`config.mk`:
```
export PLATFORM = sky130hd
export DESIGN_NAME = dms_slice
export DESIGN_NICKNAME = d
export VERILOG_FILES = /design/src/logic/dms_pkg.sv /design/src/logic/dms_slice.sv /design/src/logic/dms_stage.sv
export SDC_FILE = /design/constraint.sdc
export NUM_CORES = 2
export LEC_CHECK = 0
export ABC_AREA = 1
export BUFFER_PORTS_ARGS = -buffer_cell sky130_fd_sc_hd__buf_2
export CAP_MARGIN = 30
export CELL_PAD_IN_SITES_DETAIL_PLACEMENT = 0
export CELL_PAD_IN_SITES_GLOBAL_PLACEMENT = 1
export CORE_AREA = 4 4 393 395
export DETAILED_ROUTE_END_ITERATION = 12
export DIE_AREA = 0 0 397 399
export PLACE_DENSITY = 0.51
export SYNTH_ARGS = -nofsm -noshare
export SYNTH_HDL_FRONTEND = slang
export SYNTH_HIERARCHICAL = 1
export SYNTH_SLANG_ARGS = --single-unit
```
`constraint.sdc`:
```
create_clock -name core_clk -period 28.7 [get_ports core_clk]
set_input_delay 1.435 -clock core_clk [delete_from_list [all_inputs] [get_ports core_clk]]
set_output_delay 1.435 -clock core_clk [all_outputs]
set_load 0.01 [all_outputs]
```
`src/logic/dms_pkg.sv`:
```
package dms_pkg;

    // default operand width of one multiplier input
    localparam int DMS_OP_W = 18;
    // extra accumulator bits beyond two summed products
    localparam int DMS_GUARD_W = 4;
    // number of global clock, enable and reset sources
    localparam int DMS_NUM_SRC = 4;
    localparam int DMS_SEL_W = 2;

    // slice operating mode, one-hot
    typedef enum logic [1:0] {
        DMS_SINGLE_MULTIPLY_MODE = 2'h1,
        DMS_DUAL_MULTIPLY_ACCUMULATE_MODE = 2'h2
    } dms_mode_t;

    // per register stage: bypass and source selection
    typedef struct packed {
        logic bypass;
        logic [DMS_SEL_W-1:0] clk_sel;
        logic [DMS_SEL_W-1:0] ce_sel;
        logic [DMS_SEL_W-1:0] rst_sel;
    } dms_stage_cfg_t;

    // global fabric clock ticks, clock enables and resets
    typedef struct packed {
        logic [DMS_NUM_SRC-1:0] clk_src;
        logic [DMS_NUM_SRC-1:0] ce_src;
        logic [DMS_NUM_SRC-1:0] rst_src;
    } dms_fabric_t;

    // arithmetic flags, registered together with the result
    typedef struct packed {
        logic zero_match_flag;
        logic masked_zero_match_flag;
        logic masked_ones_match_flag;
        logic masked_pattern_match_flag;
        logic masked_inverted_pattern_match_flag;
        logic acc_overflow_flag;
        logic acc_underflow_flag;
        logic acc_limit_either_flag;
    } dms_flags_t;

    localparam dms_flags_t DMS_FLAGS_RST = '0;

endpackage

```
`src/logic/dms_slice.sv`:
```
// Contract
// - single mode outputs first product, no adder
// - single mode: each register stage optional
// - dual mode adds both products to accumulator
// - dual mode output register always holds sum
// - dual mode input, pipeline stages optional
// - overflow indication registered with accumulated value
// - zero, mask, pattern, overflow, underflow flags
// - each stage picks one of four clocks
// - each stage picks own enable and reset
module dms_slice #(
    parameter int OP_W = dms_pkg::DMS_OP_W,
    parameter int GUARD_W = dms_pkg::DMS_GUARD_W,
    parameter int ACC_W = 2 * OP_W + 1 + GUARD_W
) (
    input wire logic core_clk,
    input wire logic rst_n,
    input wire logic clk_en,
    input wire dms_pkg::dms_mode_t mode_sel,
    input wire dms_pkg::dms_stage_cfg_t in_cfg,
    input wire dms_pkg::dms_stage_cfg_t pipe_cfg,
    input wire dms_pkg::dms_stage_cfg_t out_cfg,
    input wire dms_pkg::dms_fabric_t fab,
    input wire logic [OP_W-1:0] first_pair_operand_x,
    input wire logic [OP_W-1:0] first_pair_operand_y,
    input wire logic [OP_W-1:0] second_pair_operand_x,
    input wire logic [OP_W-1:0] second_pair_operand_y,
    input wire logic [ACC_W-1:0] match_mask,
    input wire logic [ACC_W-1:0] match_pattern,
    output logic [ACC_W-1:0] result_r,
    output dms_pkg::dms_flags_t flags_r
);
    import dms_pkg::*;

    localparam int IN_W = 4 * OP_W;
    localparam int PR_W = 2 * OP_W;
    localparam int SUM_W = ACC_W + 2;

    logic [IN_W-1:0] in_q;
    logic [2*PR_W-1:0] pipe_d;
    logic [2*PR_W-1:0] pipe_q;
    logic signed [OP_W-1:0] ax, ay, bx, by;
    logic signed [PR_W-1:0] prod0_c, prod1_c, p0, p1;
    logic signed [SUM_W-1:0] sum_wide;
    logic is_dual, transparent_out, out_edge, out_load, out_clr;
    logic acc_over, acc_under;
    logic [ACC_W-1:0] result_nxt;
    dms_flags_t flags_nxt;

    // input register stage, optional in both modes
    dms_stage #(.W(IN_W)) u_in_stage (
        .core_clk(core_clk),
        .rst_n(rst_n),
        .clk_en(clk_en),
        .cfg(in_cfg),
        .fab(fab),
        .d({first_pair_operand_x, first_pair_operand_y,
            second_pair_operand_x, second_pair_operand_y}),
        .q(in_q)
    );

    // signed operand split and the two multipliers
    assign ax = $signed(in_q[4*OP_W-1 -: OP_W]);
    assign ay = $signed(in_q[3*OP_W-1 -: OP_W]);
    assign bx = $signed(in_q[2*OP_W-1 -: OP_W]);
    assign by = $signed(in_q[OP_W-1 -: OP_W]);
    assign prod0_c = ax * ay;
    assign prod1_c = bx * by;
    assign pipe_d = {prod0_c, prod1_c};

    // pipeline register stage on the products
    dms_stage #(.W(2 * PR_W)) u_pipe_stage (
        .core_clk(core_clk),
        .rst_n(rst_n),
        .clk_en(clk_en),
        .cfg(pipe_cfg),
        .fab(fab),
        .d(pipe_d),
        .q(pipe_q)
    );

    assign p0 = $signed(pipe_q[2*PR_W-1 -: PR_W]);
    assign p1 = $signed(pipe_q[PR_W-1 -: PR_W]);

    // output stage control; dual mode never bypasses it
    assign is_dual = (mode_sel == DMS_DUAL_MULTIPLY_ACCUMULATE_MODE);
    assign transparent_out = !is_dual && out_cfg.bypass;
    assign out_edge = fab.clk_src[out_cfg.clk_sel];
    assign out_load = transparent_out || (out_edge && fab.ce_src[out_cfg.ce_sel]);
    assign out_clr = !transparent_out && out_edge && fab.rst_src[out_cfg.rst_sel];

    // accumulator sum with two spare bits for limit detection
    assign sum_wide = SUM_W'($signed(result_r)) + SUM_W'(p0) + SUM_W'(p1);
    assign acc_over = is_dual && !sum_wide[SUM_W-1]
        && (sum_wide[SUM_W-2:ACC_W-1] != '0);
    assign acc_under = is_dual && sum_wide[SUM_W-1]
        && (sum_wide[SUM_W-2:ACC_W-1] != '1);

    // next result: product alone, or wrapped accumulated sum
    assign result_nxt = is_dual ? sum_wide[ACC_W-1:0] : ACC_W'(p0);

    // flag evaluation on the value about to be stored; mask bit 1 ignores
    always_comb begin
        flags_nxt = DMS_FLAGS_RST;
        flags_nxt.zero_match_flag = (result_nxt == '0);
        flags_nxt.masked_zero_match_flag = ((result_nxt & ~match_mask) == '0);
        flags_nxt.masked_ones_match_flag = ((result_nxt | match_mask) == '1);
        flags_nxt.masked_pattern_match_flag =
            (((result_nxt ^ match_pattern) & ~match_mask) == '0);
        flags_nxt.masked_inverted_pattern_match_flag =
            (((result_nxt ^ ~match_pattern) & ~match_mask) == '0);
        flags_nxt.acc_overflow_flag = acc_over;
        flags_nxt.acc_underflow_flag = acc_under;
        flags_nxt.acc_limit_either_flag = acc_over || acc_under;
    end

    // output register: result and flags change on the same edge
    always_ff @(posedge core_clk) begin
        if (!rst_n) begin
            result_r <= '0;
            flags_r <= DMS_FLAGS_RST;
        end else if (clk_en) begin
            if (out_clr) begin
                result_r <= '0;
                flags_r <= DMS_FLAGS_RST;
            end else if (out_load) begin
                result_r <= result_nxt;
                flags_r <= flags_nxt;
            end
        end
    end

    // checking helpers
    logic signed [ACC_W-1:0] chk_prod0;
    logic in_load_chk;
    assign chk_prod0 = ACC_W'(prod0_c);
    assign in_load_chk = fab.clk_src[in_cfg.clk_sel] & fab.ce_src[in_cfg.ce_sel]
        | fab.clk_src[in_cfg.clk_sel] & fab.rst_src[in_cfg.rst_sel];
    // wide reference sum; a stored value that differs from it has wrapped
    logic signed [ACC_W+1:0] chk_sum;
    assign chk_sum = (ACC_W+2)'($signed(result_r)) + (ACC_W+2)'(p0) + (ACC_W+2)'(p1);
endmodule // dms_slice

```
`src/logic/dms_stage.sv`:
```
module dms_stage #(
    parameter int W = 8
) (
    input wire logic core_clk,
    input wire logic rst_n,
    input wire logic clk_en,
    input wire dms_pkg::dms_stage_cfg_t cfg,
    input wire dms_pkg::dms_fabric_t fab,
    input wire logic [W-1:0] d,
    output logic [W-1:0] q
);
    import dms_pkg::*;

    logic [W-1:0] hold_r;
    logic src_edge;
    logic src_load;
    logic src_clr;

    // selected clock source, enable and reset for this stage
    assign src_edge = fab.clk_src[cfg.clk_sel];
    assign src_load = src_edge & fab.ce_src[cfg.ce_sel];
    assign src_clr = src_edge & fab.rst_src[cfg.rst_sel];

    // stage register; reset on its own clock edge, not gated by enable
    always_ff @(posedge core_clk) begin
        if (!rst_n) begin
            hold_r <= '0;
        end else if (clk_en) begin
            if (src_clr) begin
                hold_r <= '0;
            end else if (src_load) begin
                hold_r <= d;
            end
        end
    end

    // bypassed stage passes data straight through
    assign q = cfg.bypass ? d : hold_r;

endmodule // dms_stage

```
==> summary.md <==
| Metric | Value |
|---|---|
| Status | `finished clean` |
| Deepest level of the CTS H-tree | `4` |
| Post-synthesis sequential area ratio | `under 10%` |
| Worst hold slack | `0.475 ns` |
| Tmin final | `about 12 ns` |
| Row count | `143` |
| CTS tree | `built` |
| Skew final | `approximately 0.028 ns` |
| Port buffer count | `240` |
| Initial antenna violation count | `6` |
| Hold buffers post-CTS | `0` |
| DRC errors left | `0` |
| Fillers | `around 17000` |
| Drt via density | `~4.4` |
| Critical Path Start Type | `primary input` |
| WL final | `151000 um` |
| WP data required | `between 20 and 30 ns` |
| Die area | `between 150000 and 200000 um^2` |
| Slew @ Worst Pin | `1.11 ns` |
| Yosys top cell area share | `between 30% and 40%` |
| Clock Tree Buf Depth | `2` |
| Routed len/inst | `18.2 um` |
| DR vias | `around 37000` |
| Synth area leaders | `fa_1 (33%), nand2_1 (17%), inv_1 (14%)` |
| Clock Root Buffer | `clkbuf_16` |
| Horiz. Die Dim | `between 300 and 400 um` |
| Die Height | `~400 um` |
| Initial core utilization | `27.7%` |
| Most common cell in the synthesized netlist | `nand2_1` |
| Avg Cell Area, Syn | `around 7 um^2` |
| Seq cells post-synth | `approximately 190` |
| Setup Viol. Count Final | `0` |
| Post-CTS Repair Setup Buffers | `0` |
| CTS Buf Count | `17` |
| Vias in the first global route | `just under 40000` |
| Yosys cell types | `between 50 and 60` |
| Relative slew slack | `about a quarter` |
| Synth warn | `6` |
| Leading area contributor after synthesis | `fa_1` |
| Post-DP Area | `between 40000 and 50000 um^2` |
| Worst hold path class | `reg -> reg` |
| Initial DRC Count | `~1900` |
| Total gr overflow | `0` |
| CP dominant cell by count | `nand2_1` |
| Arrival @ worst endpoint | `between 10 and 15 ns` |
| Asr flop ratio synth | `0%` |
| Post-CTS Resized | `0` |
| Post-synth top flop | `dfxtp_1` |
| Fmax | `about 83 MHz` |
| Critical path class | `in -> reg` |
| Fin area | `approximately 46000 um^2` |
| Worst-path clk slew | `about 0.090 ns` |
| # IOs | `roughly 240` |
| Setup TNS | `0 ns` |
| CP endpoint kind | `flop` |
| CP max stage delay | `between 0.7 and 0.8 ns` |
| DRT Pass-1 Iters | `6` |
| Layout cells sized above 1 | `8.20%` |
| Post-synth EDFFs | `0` |
| Synthesized netlist net count | `approximately 7300` |
| Routed Antenna Nets | `0` |
| CTS Sinks | `about 190` |
| Synth top cells by count | `nand2_1 (1876), inv_1 (1521), fa_1 (700)` |
| Core area | `between 150000 and 200000 um^2` |
| Post-detail-place hpwl | `125000 um` |
| Final Hold Viols | `0` |
| Synthesized instance count | `6152` |
| Largest net degree at the start of global routing | `94` |
| Nets | `roughly 7400` |
| Final GP Congestion | `a little under 0.9` |
| Synth Cell Area | `~42000 um^2` |
| RSZ-0062 raised after global routing | `no` |
| Max-cap check violation count | `0` |
| Pins over their slew limit | `0` |
| Total track usage | `about a fifth` |
| Crit-path max FO | `between 80 and 90` |
| Period utilisation layout | `a little over two fifths` |
| Slowest cell on crit path | `buf_4` |
| Area delta synth->final | `9.48%` |
| First-pass GRT wire length | `236000 um` |
| Clk_lat worst skew | `0.54 ns` |
==> cell usage in the layout (no fill, tap or decap), types with 42 or more instances in the layout <==
| cell | count |
|---|---|
| dfxtp_1 | 193 |
| o21ai_1 | 75 |
| inv_1 | 1520 |
| ha_1 | 227 |
| buf_2 | 239 |
| nor2_1 | 315 |
| xor2_1 | 45 |
| a21oi_1 | 245 |
| nand2_2 | 42 |
| o21ai_0 | 114 |
| nand3_1 | 251 |
| nand2_1 | 1875 |
| buf_4 | 94 |
| fa_1 | 700 |
==> worst max-delay path: cells and delay by family <==
family                     cells  cell delay (ns)
adders and majority gates      9             4.39
and+or+nand+nor               19             3.06
buffers and inverters          6             1.70
AOI/OAI and AO/OA              7             1.62
xor gates and xnor gates       1             0.21
==> per-stage QoR <==
| stage | std cells | setup WS, ns | utilization, % |
|---|---|---|---|
| finish | 8291 | 16.62 | 30.4 |
| global route | 8289 | 15.86 | 30.4 |
| CTS | 8288 | 16.62 | 30.3 |
| detailed placement | 8256 | 16.08 | 29.9 |
| global placement | 8251 | 16.00 | 29.9 |
| floorplan | 6152 | 18.20 | - |
==> worst paths after layout <==
path / start / endpoint / slack, ns / cells past startpoint
max: in_cfg[6] / flags_r[7] / 16.62 / 42
min: flags_r[2] / flags_r[2] / 0.48 / 2
max reg2reg: u_in_stage/hold_r[64] / flags_r[7] / 18.57 / 40
min reg2reg: flags_r[2] / flags_r[2] / 0.48 / 2
==> cell type report <==
type	instances	area, um^2	share of cell area [%]
clock buffer	21	480	1.05
antenna	2	5.00	0.0109
sequential	193	3860	8.42
clock inverter	11	120	0.262
multi-input combinational	4155	31200	67.9
timing repair buffer	335	1940	4.24
tap	2030	2540	5.53
inverter	1544	5800	12.6
==> logic make-up after synthesis <==
| family | synth area share [%] |
|---|---|
| compound gates | 6.69 |
| buf+inv | 16.6 |
| simple gates | 25.6 |
| flops | 9.21 |
| fa+ha+maj | 40.2 |
| xor+xnor | 1.69 |
==> state kept, by name, summed over array words and instances, names as in the netlist <==
| signal | count |
|---|---|
| result_r | 41 |
| flags_r | 8 |
| u_pipe_stage/hold_r | 72 |
| u_in_stage/hold_r | 72 |
==> layer usage <==
metal | track usage (%) | routed length, um | vias to the layer above
li1 | - | - | 18100
met1 | 25.2 | 66900 | 17800
met2 | 35.4 | 76400 | 605
met3 | 1.60 | 4340 | 133
met4 | 4.75 | 3440 | 0
met5 | 0 | 0 | -
Power is not shown: default switching activity piles up to over one toggle a cycle in this logic, so the estimate is an artifact.
